[src/hw/cmd_link_regs.vh]
`ifndef CMD_LINK_REGS_VH
`define CMD_LINK_REGS_VH
// Frame marker defaults, values arbitrary
`define FRM_START      8'h7e
`define FRM_STOP       8'h7d
`define FRM_ESC        8'h7c
// Command codes
`define CMD_INVALID    8'h00
`define CMD_TEST       8'h04
`define CMD_LOG        8'h06
`define CMD_SW_RESET   8'h08
`define CMD_ACK        8'h0a
`define CMD_NAK        8'h0b
`define CMD_SW_VERSION 8'h0c
// Buffer and frame limits
`define FIFO_DEPTH     16
`define MAX_PAYLOAD    16
`endif

[src/hw/frame_fifo.v]
`timescale 1ns/100ps
`default_nettype none
module frame_fifo #(
    parameter WIDTH = 9,
    parameter DEPTH = 16,
    parameter AW    = 4
) (
    input  wire             clk,
    input  wire             rst_n,
    input  wire [WIDTH-1:0] in_data,
    input  wire             in_valid,
    output wire             in_ready,
    output wire [WIDTH-1:0] out_data,
    output wire             out_valid,
    input  wire             out_ready
);
    reg [WIDTH-1:0] mem_r [0:DEPTH-1];
    reg [AW-1:0]    wr_r;
    reg [AW-1:0]    rd_r;
    reg [AW:0]      cnt_r;
    wire            push = in_valid && in_ready;
    wire            pop  = out_valid && out_ready;

    assign in_ready  = (cnt_r != DEPTH[AW:0]);
    assign out_valid = (cnt_r != {(AW+1){1'b0}});
    assign out_data  = mem_r[rd_r];

    always @(posedge clk)
    begin
        if (push)
            mem_r[wr_r] <= in_data;
    end

    always @(posedge clk or negedge rst_n)
    begin
        if (!rst_n)
        begin
            wr_r  <= {AW{1'b0}};
            rd_r  <= {AW{1'b0}};
            cnt_r <= {(AW+1){1'b0}};
        end
        else
        begin
            if (push)
                wr_r <= (wr_r == DEPTH[AW-1:0] - 1'b1) ? {AW{1'b0}} : wr_r + 1'b1;
            if (pop)
                rd_r <= (rd_r == DEPTH[AW-1:0] - 1'b1) ? {AW{1'b0}} : rd_r + 1'b1;
            if (push && !pop)
                cnt_r <= cnt_r + 1'b1;
            else if (pop && !push)
                cnt_r <= cnt_r - 1'b1;
        end
    end
endmodule
`default_nettype wire

[src/hw/serial_command_link.v]
// What this block does
// - One master, one slave; separate receive and transmit byte streams.
// - Slave starts frames on its own; no interrupt or ready line.
// - Start, stop and escape are the three reserved byte values.
// - Reserved payload bytes go inverted after escape; receiver re-inverts.
// - Software reset command answered with acknowledge frame, code 0x0A.
// - Failed command answered with not-acknowledge frame, code 0x0B.
// - Slave may push unsolicited log frames, code 0x06.
// - Test frame 0x04 echoed back unchanged, payload included.
// - Code 0x08 triggers a software reset pulse.
// - Code 0x0C answered with the software version.
`timescale 1ns/100ps
`default_nettype none
`include "cmd_link_regs.vh"
module serial_command_link #(
    parameter [7:0] SW_VERSION = 8'h01,
    parameter       PAYLOAD_AW = 4
) (
    input  wire       clk,
    input  wire       resetn,
    input  wire [7:0] rx_byte,
    input  wire       rx_valid,
    output reg  [7:0] tx_byte_r,
    output reg        tx_valid_r,
    input  wire       tx_ready,
    input  wire [7:0] log_byte,
    input  wire       log_valid,
    output reg        log_ready_r,
    input  wire       log_last,
    output reg        sw_reset_r,
    output reg        busy_r
);
    // ****************************************************************
    // Reset and input synchronisers
    // ****************************************************************
    reg       rst_s1_r;
    reg       rst_n_r;
    reg [7:0] rxb_s1_r;
    reg [7:0] rxb_r;
    reg [1:0] rxv_s_r;
    reg       rxv_d_r;
    reg       txr_s1_r;
    reg       txr_r;
    always @(posedge clk or negedge resetn)
    begin
        if (!resetn)
        begin
            rst_s1_r <= 1'b0;
            rst_n_r  <= 1'b0;
        end
        else
        begin
            rst_s1_r <= 1'b1;
            rst_n_r  <= rst_s1_r;
        end
    end

    always @(posedge clk or negedge rst_n_r)
    begin
        if (!rst_n_r)
        begin
            rxb_s1_r <= 8'h00;
            rxb_r    <= 8'h00;
            rxv_s_r  <= 2'b00;
            rxv_d_r  <= 1'b0;
            txr_s1_r <= 1'b0;
            txr_r    <= 1'b0;
        end
        else
        begin
            rxb_s1_r <= rx_byte;
            rxb_r    <= rxb_s1_r;
            rxv_s_r  <= {rxv_s_r[0], rx_valid};
            rxv_d_r  <= rxv_s_r[1];
            txr_s1_r <= tx_ready;
            txr_r    <= txr_s1_r;
        end
    end
    wire rx_stb = rxv_s_r[1] && !rxv_d_r;

    function is_marker;
        input [7:0] b;
        begin
            is_marker = (b == `FRM_START) || (b == `FRM_STOP) || (b == `FRM_ESC);
        end
    endfunction

    // ****************************************************************
    // Receive deframer
    // ****************************************************************
    reg                  in_frame_r;
    reg                  esc_r;
    reg                  have_cmd_r;
    reg [7:0]            cmd_r;
    reg [PAYLOAD_AW:0]   plen_r;
    reg                  ovf_r;
    reg [7:0]            pay_r [0:`MAX_PAYLOAD-1];
    reg                  frame_done_r;
    wire [7:0]           rx_data = esc_r ? ~rxb_r : rxb_r;
    always @(posedge clk)
    begin
        if (rx_stb && in_frame_r && !is_marker(rxb_r) && have_cmd_r && !plen_r[PAYLOAD_AW])
            pay_r[plen_r[PAYLOAD_AW-1:0]] <= rx_data;
    end
    always @(posedge clk or negedge rst_n_r)
    begin
        if (!rst_n_r)
        begin
            in_frame_r   <= 1'b0;
            esc_r        <= 1'b0;
            have_cmd_r   <= 1'b0;
            cmd_r        <= 8'h00;
            plen_r       <= {(PAYLOAD_AW+1){1'b0}};
            ovf_r        <= 1'b0;
            frame_done_r <= 1'b0;
        end
        else
        begin
            frame_done_r <= 1'b0;
            if (rx_stb)
            begin
                if (rxb_r == `FRM_START)
                begin
                    in_frame_r <= 1'b1;
                    esc_r      <= 1'b0;
                    have_cmd_r <= 1'b0;
                    plen_r     <= {(PAYLOAD_AW+1){1'b0}};
                    ovf_r      <= 1'b0;
                end
                else if (in_frame_r && rxb_r == `FRM_STOP)
                begin
                    in_frame_r   <= 1'b0;
                    frame_done_r <= have_cmd_r && !busy_r;
                end
                else if (in_frame_r && rxb_r == `FRM_ESC)
                    esc_r <= 1'b1;
                else if (in_frame_r)
                begin
                    esc_r <= 1'b0;
                    if (!have_cmd_r)
                    begin
                        cmd_r      <= rx_data;
                        have_cmd_r <= 1'b1;
                    end
                    else if (plen_r[PAYLOAD_AW])
                        ovf_r <= 1'b1;
                    else
                        plen_r <= plen_r + 1'b1;
                end
            end
        end
    end

    // ****************************************************************
    // Reply builder and stuffer into FIFO
    // ****************************************************************
    localparam [5:0] S_IDLE  = 6'b000001;
    localparam [5:0] S_START = 6'b000010;
    localparam [5:0] S_CODE  = 6'b000100;
    localparam [5:0] S_BODY  = 6'b001000;
    localparam [5:0] S_STOP  = 6'b010000;
    localparam [5:0] S_LOG   = 6'b100000;
    reg [5:0]          st_r;
    reg [7:0]          rcode_r;
    reg [PAYLOAD_AW:0] rlen_r;
    reg [PAYLOAD_AW:0] ridx_r;
    reg                resc_r;
    reg                echo_r;
    reg                log_last_r;
    reg [8:0]          f_in;
    reg                f_valid;
    wire               f_ready;
    wire [8:0]         f_out;
    wire               f_out_valid;
    wire [7:0]         body = echo_r ? pay_r[ridx_r[PAYLOAD_AW-1:0]] : SW_VERSION;
    wire [7:0]         raw  = (st_r == S_CODE) ? rcode_r : (st_r == S_LOG ? log_byte : body);
    wire               need_esc = is_marker(raw) && !resc_r;

    always @*
    begin
        f_valid = 1'b0;
        f_in    = {1'b0, raw};
        case (st_r)
            S_START:
            begin
                f_valid = 1'b1;
                f_in    = {1'b1, `FRM_START};
            end
            S_STOP:
            begin
                f_valid = 1'b1;
                f_in    = {1'b1, `FRM_STOP};
            end
            S_CODE, S_BODY:
            begin
                f_valid = 1'b1;
                f_in    = need_esc ? {1'b0, `FRM_ESC} : {1'b0, resc_r ? ~raw : raw};
            end
            S_LOG:
            begin
                f_valid = log_valid || log_last_r;
                f_in    = log_last_r ? {1'b1, `FRM_STOP} :
                          (need_esc ? {1'b0, `FRM_ESC} : {1'b0, resc_r ? ~raw : raw});
            end
            default:
            begin
                f_valid = 1'b0;
            end
        endcase
    end

    always @(posedge clk or negedge rst_n_r)
    begin
        if (!rst_n_r)
        begin
            st_r        <= S_IDLE;
            rcode_r     <= 8'h00;
            rlen_r      <= {(PAYLOAD_AW+1){1'b0}};
            ridx_r      <= {(PAYLOAD_AW+1){1'b0}};
            resc_r      <= 1'b0;
            echo_r      <= 1'b0;
            log_last_r  <= 1'b0;
            sw_reset_r  <= 1'b0;
            busy_r      <= 1'b0;
            log_ready_r <= 1'b0;
        end
        else
        begin
            sw_reset_r  <= 1'b0;
            log_ready_r <= 1'b0;
            case (st_r)
                S_IDLE:
                begin
                    ridx_r <= {(PAYLOAD_AW+1){1'b0}};
                    echo_r <= 1'b0;
                    rlen_r <= {(PAYLOAD_AW+1){1'b0}};
                    if (frame_done_r)
                    begin
                        busy_r <= 1'b1;
                        st_r   <= S_START;
                        if (ovf_r)
                            rcode_r <= `CMD_NAK;
                        else if (cmd_r == `CMD_TEST)
                        begin
                            rcode_r <= `CMD_TEST;
                            echo_r  <= 1'b1;
                            rlen_r  <= plen_r;
                        end
                        else if (cmd_r == `CMD_SW_VERSION)
                        begin
                            rcode_r <= `CMD_SW_VERSION;
                            rlen_r  <= {{PAYLOAD_AW{1'b0}}, 1'b1};
                        end
                        else if (cmd_r == `CMD_SW_RESET)
                        begin
                            rcode_r    <= `CMD_ACK;
                            sw_reset_r <= 1'b1;
                        end
                        else
                            rcode_r <= `CMD_NAK;
                    end
                    else if (log_valid)
                    begin
                        busy_r  <= 1'b1;
                        rcode_r <= `CMD_LOG;
                        st_r    <= S_START;
                        rlen_r  <= {(PAYLOAD_AW+1){1'b1}};
                    end
                end
                S_START:
                    if (f_ready)
                        st_r <= S_CODE;
                S_CODE:
                    if (f_ready)
                    begin
                        resc_r <= need_esc;
                        if (!need_esc)
                            st_r <= (&rlen_r) ? S_LOG : ((rlen_r == ridx_r) ? S_STOP : S_BODY);
                    end
                S_BODY:
                    if (f_ready)
                    begin
                        resc_r <= need_esc;
                        if (!need_esc)
                        begin
                            ridx_r <= ridx_r + 1'b1;
                            if (ridx_r + 1'b1 == rlen_r)
                                st_r <= S_STOP;
                        end
                    end
                S_LOG:
                    if (f_ready && log_last_r && !log_ready_r)
                    begin
                        log_last_r <= 1'b0;
                        st_r       <= S_IDLE;
                        busy_r     <= 1'b0;
                    end
                    else if (f_ready && log_valid && !log_ready_r)
                    begin
                        resc_r <= need_esc;
                        if (!need_esc)
                        begin
                            log_ready_r <= 1'b1;
                            log_last_r  <= log_last;
                        end
                    end
                S_STOP:
                    if (f_ready)
                    begin
                        st_r   <= S_IDLE;
                        busy_r <= 1'b0;
                    end
                default:
                    st_r <= S_IDLE;
            endcase
        end
    end

    // ****************************************************************
    // Transmit FIFO and output stage
    // ****************************************************************
    frame_fifo #(
        .WIDTH (9),
        .DEPTH (`FIFO_DEPTH),
        .AW    (4)
    ) u_fifo (
        .clk       (clk),
        .rst_n     (rst_n_r),
        .in_data   (f_in),
        .in_valid  (f_valid && !(st_r == S_LOG && log_ready_r)),
        .in_ready  (f_ready),
        .out_data  (f_out),
        .out_valid (f_out_valid),
        .out_ready (!tx_valid_r && !txr_r)
    );

    always @(posedge clk or negedge rst_n_r)
    begin
        if (!rst_n_r)
        begin
            tx_byte_r  <= 8'h00;
            tx_valid_r <= 1'b0;
        end
        else if (tx_valid_r)
        begin
            if (txr_r)
                tx_valid_r <= 1'b0;
        end
        // Next byte waits until the synced ready has drained
        else if (f_out_valid && !txr_r)
        begin
            tx_byte_r  <= f_out[7:0];
            tx_valid_r <= 1'b1;
        end
    end
endmodule
`default_nettype wire

[config.mk]
export PLATFORM = sky130hd
export DESIGN_NAME = serial_command_link
export DESIGN_NICKNAME = d
export VERILOG_FILES = /design/src/hw/frame_fifo.v /design/src/hw/serial_command_link.v
export VERILOG_INCLUDE_DIRS = /design/src /design/src/hw
export SDC_FILE = /design/constraint.sdc
export NUM_CORES = 1
export LEC_CHECK = 0
export BUFFER_PORTS_ARGS = -buffer_cell sky130_fd_sc_hd__buf_2
export CORE_ASPECT_RATIO = 1.5
export CORE_UTILIZATION = 35
export CTS_BUF_LIST = sky130_fd_sc_hd__clkbuf_8
export CTS_CLUSTER_DIAMETER = 40
export DETAILED_ROUTE_END_ITERATION = 7
export PLACE_DENSITY = 0.47
export REMOVE_ABC_BUFFERS = 1
export SYNTH_ARGS = -nofsm -noshare
export SYNTH_HDL_FRONTEND = slang
export SYNTH_SLANG_ARGS = --single-unit
[constraint.sdc]
create_clock -name clk -period 3.9 [get_ports clk]
set_input_delay 0.975 -clock clk [delete_from_list [all_inputs] [get_ports clk]]
set_output_delay 0.975 -clock clk [all_outputs]
set_load 0.02 [all_outputs]
Word level (Yosys, flattened, before mapping)
Memories as Yosys holds them, arrays and structs flattened. A register that Yosys moved wholly into a read port is not among the register bits.
Index checks and enable logic that the tools add are counted.
{"block": "word_totals", "regBits": 85, "ramBits": 272, "wordCells": 245, "mem_count": 2}
{"block": "classes", "addsub": 6, "eq_ne": 36, "muxes": 97, "bitwise": 7, "n_reduce_logical": 67}
{"memory": "u_fifo.mem_r", "words": 16, "width": 9, "rd": 1, "rd_clocked_by_memory_dff": 1, "wr": 1, "line_no": "frame_fifo.v:17", "rtl": "reg [WIDTH-1:0] mem_r [0:DEPTH-1];"}
{"memory": "pay_r", "words": 16, "width": 8, "rd": 1, "rd_clocked_by_memory_dff": 0, "wr": 1, "line_no": "serial_command_link.v:97", "rtl": "reg [7:0] pay_r [0:`MAX_PAYLOAD-1];"}
{"op": "5-bit 2-to-1 mux", "count": 15}
{"op": "6-bit 2-to-1 mux", "count": 11}
{"op": "8-bit 2-to-1 mux", "count": 8}
{"op": "1-bit 2-to-1 mux", "count": 51}
{"op": "8-bit by 7-bit == test with 1-bit output (second input constant)", "count": 6}
{"op": "6-bit one-hot mux with 6 select lines", "count": 1}
{"op": "9-bit one-hot mux with 4 select lines", "count": 1}
{"op": "2-bit inequality test (second input constant)", "count": 12}
{"op": "1-bit logical AND", "count": 21}
{"op": "6-bit AND reduction", "count": 3}
{"op": "2-bit nonzero test", "count": 9}
{"op": "8-bit by 4-bit == test with 1-bit output (second input constant)", "count": 2}
{"op": "4-bit 2-to-1 mux", "count": 4}
{"op": "8-bit NOT", "count": 2}
{"op": "5-bit by 1-bit adder with 5-bit output (second input constant)", "count": 3}
{"op": "1-bit zero test", "count": 12}
{"op": "4-bit AND reduction", "count": 3}
{"op": "5-bit == test", "count": 2}
{"op": "5-bit one-hot mux with 2 select lines", "count": 1}
{"op": "5-bit AND reduction", "count": 2}
{"op": "9-bit 2-to-1 mux", "count": 1}
{"op": "3-bit AND reduction", "count": 3}
{"op": "9-bit AND reduction", "count": 1}
{"op": "4-bit by 1-bit adder with 4-bit output (second input constant)", "count": 2}
{"op": "22 further kinds", "count": 37}

Longest topological paths before layout
An unclocked memory read counts as a cell.
{"block": "depth", "word_depth": 12, "ltp_mapped": 16}

Hierarchy
Synthesis repeated with hierarchy kept, for this count alone.
{"block": "hier_totals", "hier_cells": 916, "hier_area_um2": 15209.6}
{"module": "serial_command_link", "n_inst": 1, "cells_per_inst": 579, "area_each_um2": 8793.4, "seq_area_each_um2": 5746.8}
{"module": "frame_fifo", "n_inst": 1, "cells_per_inst": 337, "area_each_um2": 6416.2, "seq_area_each_um2": 4649.5}

Worst setup path before layout
Ideal clock, no wire load.
{"block": "synth_timing", "path_type": "register to register", "startpoint": "register st_r[1]", "endpoint": "register u_fifo.cnt_r[4]", "arrival_ps": 3381, "t_required_ps": 3775, "slack_ps": 393, "stages_incl_launch_ff": 16, "period_less_slack_ps": 3507, "path_cell_list": "dfrtp_1 or4_1 or3b_2 clkbuf_1 nand2_2 nor2_1 a221oi_2 buf_4 ha_1 inv_1 ha_1 a21o_1 a21oi_1 xnor2_1 nor2_1 xor2_1"}
{"block": "synth_between", "elab_chain_len": 8, "word_cells_on_any_way": 16, "cone_classes": "eq/ne (5); mux (2); reduce/logical (9)"}
{"item": "start, declared", "line_no": "serial_command_link.v:163", "rtl": "reg [5:0] st_r;"}
{"item": "start signal, assigned", "line_no": "serial_command_link.v:278", "rtl": "st_r <= (&rlen_r) ? S_LOG : ((rlen_r == ridx_r) ? S_STOP : S_BODY);"}
{"item": "6-bit by 3-bit == test with 1-bit output (tied with other cells)", "line_no": "serial_command_link.v:183", "rtl": "case (st_r)"}
{"item": "4-bit OR reduction (no line) / 1-bit logical AND (equally long branches)"}
{"item": "1-bit one-hot mux with 2 select lines / 1-bit zero test (equally long branches)", "line_no": "serial_command_link.v:183, serial_command_link.v:330"}
{"item": "1-bit logical AND (*)", "line_no": "serial_command_link.v:330", "rtl": ".in_valid (f_valid && !(st_r == S_LOG && log_ready_r)),"}
{"item": "1-bit logical AND (*)", "line_no": "frame_fifo.v:21", "rtl": "wire push = in_valid && in_ready;"}
{"item": "via u_fifo.push", "line_no": "frame_fifo.v:21"}
{"item": "1-bit zero test", "line_no": "frame_fifo.v:50", "rtl": "else if (pop && !push)"}
{"item": "1-bit logical AND", "line_no": "frame_fifo.v:50"}
{"item": "2-bit nonzero test (no line)"}
{"item": "end signal, assigned", "line_no": "frame_fifo.v:40", "rtl": "cnt_r <= {(AW+1){1'b0}};"}
{"item": "end signal, assigned", "line_no": "frame_fifo.v:49", "rtl": "cnt_r <= cnt_r + 1'b1;"}
{"item": "end signal, assigned", "line_no": "frame_fifo.v:51", "rtl": "cnt_r <= cnt_r - 1'b1;"}
{"item": "end, declared", "line_no": "frame_fifo.v:20", "rtl": "reg [AW:0] cnt_r;"}
Mark *: on every way through the listed nets, which the timed path passes. The rest lies on a longest branch.
A chain may end at the register's enable or synchronous reset.

Worst setup path in the final report
{"block": "layout_timing", "startpoint": "register st_r[2]", "endpoint": "register u_fifo.cnt_r[4]"}
{"block": "layout_between", "elab_chain_len": 8, "word_cells_on_any_way": 16, "cone_classes": "eq/ne (5); mux (2); reduce/logical (9)"}
{"item": "6-bit by 3-bit == test with 1-bit output (tied with other cells)", "line_no": "serial_command_link.v:183"}
{"item": "4-bit OR reduction (no line) / 1-bit logical AND (equally long branches)"}
{"item": "1-bit one-hot mux with 2 select lines / 1-bit zero test (equally long branches)", "line_no": "serial_command_link.v:183, serial_command_link.v:330"}
{"item": "1-bit logical AND (*)", "line_no": "serial_command_link.v:330"}
{"item": "1-bit logical AND (*)", "line_no": "frame_fifo.v:21"}
{"item": "1-bit zero test", "line_no": "frame_fifo.v:50"}
{"item": "1-bit logical AND", "line_no": "frame_fifo.v:50"}
{"item": "2-bit nonzero test (no line)"}
Mark *: on every way between the ends. The rest lies on a longest branch, timed or not.

==> impl_metrics.csv <==
group,metric,value,unit
route,dr.pass1.iters,4,
logic_synthesis,netlist_area,14300,sq um
sta,slew-limit-headroom,20.1,%
die,dieArea,41800,sq um
worst_setup_path,critical_path_arrival,4060,ps
placed_design,dpl.hpwl,23200,um
layout,syn_to_final_growth,15.6,%
layout,regArea,9920,sq um
global_routing,antenna_found_initial,0,
clock_tree,root_buffer,"clkbuf_8",
logic_synthesis,syn_avg_cell_area,16.3,sq um
logic_synthesis,synth_most_common_cell,"edfxtp_1",
global_routing,grt_pass1_vias,8310,
route,antenna_left,0,
route,maxUsedRoutingLayer,"met4",
clock_tree,htreeDepth,2,
die,initial_utilization,35.6,%
run_status,status,"finished, final reports clean",
die,core_region_area,40300,sq um
logic_synthesis,synth_edf_count,256,
global_routing,grt_remaining_overflow,0,
layout,num_antenna_cells,0,
power_and_ir_drop,seqPwrFrac,44.9,%
logic_synthesis,ys_seq_elements,345,
sta,skew,37.0,ps
worst_setup_path,slowest_stage,"or3b_2",
clock_tree,clk_pin_slew_worst_paths,70,ps
worst_setup_path,rrSetupSlack,340,ps
worst_setup_path,worstPathRequired,4400,ps
global_routing,grt_pass1_wl,51300,um
clock_tree,cts_buffer_depth,3,
worst_setup_path,path_max_fanout,7,
power_and_ir_drop,p_int,7450,uW
sta,setup_viol,0,
logic_synthesis,ys.flop_type,"edfxtp_1",
layout,multiInputGateArea,4200,sq um
power_and_ir_drop,powerDensity,642,nW/um^2
logic_synthesis,synth_common_cells,"256 x edfxtp_1, 88 x dfrtp_1, 83 x nand2_1, 69 x mux4_2, 45 x nor2_1",
clock_tree,hold_buffers,0,
route,detail_route.wl_per_cell,21.8,um
placed_design,place_inst,1431,
power_and_ir_drop,power.share.clock,30.3,%
placed_design,io_buffers,33,
layout,fin_util,41.1,%
worst_setup_path,start_kind,"flop",
die,core.rowCount,90,
sta,finalHoldViolCount,0,
power_and_ir_drop,switching_share,30.0,%
die,die_h,250,um
layout,finalNonFillerCells,1536,
logic_synthesis,netlist_instances,878,
logic_synthesis,ys_types,71,
logic_synthesis,yosys.area.top_type,"edfxtp_1",
sta,slew_viol_final,0,
clock_tree,clk_latency,620,ps
route,drtIter0Drc,318,
flow_run,max-cap-violations,0,
logic_synthesis,synthTopCellsByArea,"edfxtp_1 54%, dfrtp_1 15%, mux4_2 11%, nand2_1 2.2%, mux2i_1 1.3%",
route,wl_met1,12600,um
route,num_vias,7743,
sta,post-route-period-util,91.4,%
worst_setup_path,cpPeakStageDelay,570,ps
logic_synthesis,yosys_warnings,0,
worst_setup_path,critPathBufInv,1,
clock_tree,cts_num_sinks,345,
worst_setup_path,crit_path_end_kind,"flop",
die,ios,34,
route,route.detailed.drc,0,
sta,rsz0062_at_grt,"false",
die,dieWidth,167,um
global_routing,grt_start_max_net_pins,59,
global_routing,grt_usage,16.6,%
sta,fmax,0.281,GHz
sta,period_minus_slack,3560,ps
layout,drive_above_1_share,27.6,%
route,wirelength,33500,um
power_and_ir_drop,ir_worst_vdd,343,uV
logic_synthesis,synth_top_area_share,53.6,%
sta,worst_pin_slew,1160,ps
clock_tree,cts_tree,"done",
worst_setup_path,path_cells,"or4_1 -> or3b_2 -> nand2_2 -> nor2_1 -> a221oi_2 -> ha_1 -> inv_1 -> ha_1 -> a21o_1 -> a21oi_1 -> xnor2_1 -> nor2_1 -> xor2_1",
route,dr_wl_met2,18600,um
worst_setup_path,path_delay_family,"simple AND/OR/NAND/NOR gates",
clock_tree,cts_buffers,56,
worst_hold_path,holdCritPathClass,"in2async",
layout,nets,1020,
worst_setup_path,path_class,"reg2reg",
logic_synthesis,seq_area_frac_synth,69.1,%
power_and_ir_drop,leakagePower,0.00604,uW
logic_synthesis,async_flop_share,25.8,%
placed_design,place_congestion,0.779,
power_and_ir_drop,power_switching,3200,uW
layout,fillers,3708,
route,viasPerCell,5.04,
power_and_ir_drop,pwr-share-comb,24.8,%
route,wl_met3,1070,um
per-stage QoR:
| stage | setup WS, ps | total power (uW) | hold slack (ps) | cell area [sq um] | TNS [ps] |
|---|---|---|---|---|---|
| global route | 17.6 | 11300 | 91.6 | 16600 | 0 |
| detailed placement | 168 | 7580 | 337 | 15400 | 0 |
| CTS | 173 | 10800 | 68.3 | 16600 | 0 |
| finish | 336 | 10600 | 129 | 16600 | 0 |
| floorplan | -189 | 6640 | 331 | 14100 | -7180 |
| global placement | 265 | 7560 | 331 | 15400 | 0 |
final cells by class:
type | count | area share, %
clock buffer | 67 | 5.56
multi-input combinational | 477 | 25.3
timing repair buffer | 89 | 3.61
inverter | 14 | 0.317
clock inverter | 38 | 1.52
sequential | 345 | 59.9
tap | 506 | 3.82
metal layers:
metal  GRT usage [%]  vias to the layer above
li1                -                     3588
met1            17.9                     3939
met2            31.4                      150
met3            2.70                       66
met4            7.31                        0
met5               0                        -
cell usage in the layout, fill, tap and decap left out, types with 5 or more instances in the layout:
master	n
nor2_1	45
dfrtp_1	84
xor2_1	14
mux2i_1	18
a31oi_1	6
inv_1	30
a21oi_1	20
ha_1	14
clkbuf_8	67
nor3b_1	5
a21o_1	5
nand3_1	14
clkinv_1	7
and3_1	8
buf_4	55
xnor2_1	10
nand2_1	83
nor4_1	5
mux4_2	69
nor2b_1	10
mux2_2	11
edfxtp_1	256
clkinv_2	7
nor3_1	13
and2_1	18
buf_2	33
o21ai_0	29
flip-flops by register name (all words and copies together) (netlist names), 2 cells and up:
register and count:
rlen_r 5, ridx_r 5, pay_r 128, u_fifo.mem_r 128, rxb_r 8, rcode_r 4
cmd_r 8, u_fifo.wr_r 4, u_fifo.cnt_r 5, plen_r 5, u_fifo.rd_r 4, rxb_s1_r 8
tx_byte_r 8, rxv_s_r 2, st_r 6
worst reg2reg max path, cell delays in order (launching register included):
cell and delay (ps):
dfrtp_1 440, or4_1 530, or3b_2 570, nand2_2 160, nor2_1 100, a221oi_2 280, ha_1 270, inv_1 100
ha_1 320, a21o_1 170, a21oi_1 170, xnor2_1 140, nor2_1 60, xor2_1 140
cells by family after synthesis:
family	share of synthesized area (%)
AOI/OAI and AO/OA	4.64
muxes	13.1
other	0.0261
and+or+nand+nor	8.21
adders and majority gates	1.36
DFF	69.1
xor gates and xnor gates	1.71
buffers and inverters	1.86
power groups by stage:
stage                     sequential [uW]  combinational (uW)  clock (uW)
final                                4790                2640        3220
after global routing                 4840                2930        3490
after CTS                            4800                2710        3330
after detailed placement             4870                2710           0
after global placement               4860                2700           0
after floorplan                      4980                1650           0
worst paths after layout:
kind	depth (start not counted)	start	to
setup reg to reg	13	st_r[2]$_DFFE_PN0P_	u_fifo.cnt_r[4]$_DFFE_PN0P_
setup / recovery	13	st_r[2]$_DFFE_PN0P_	u_fifo.cnt_r[4]$_DFFE_PN0P_
hold / removal	1	resetn	rst_n_r$_DFF_PN0_
max in group asynchronous	1	rst_n_r$_DFF_PN0_	in_frame_r$_DFFE_PN0P_
min in group clk	0	rxb_s1_r[6]$_DFF_PN0_	rxb_r[6]$_DFF_PN0_
hold reg to reg	0	rxb_s1_r[6]$_DFF_PN0_	rxb_r[6]$_DFF_PN0_
repair_timing:
| item | in CTS | in global routing |
|---|---|---|
| resized for setup | 0 | 1 |
| setup endpoints to repair | 0 | 16 |
| buffers inserted | 0 | 0 |
No activity file was read; power rests on OpenSTA's default activity.
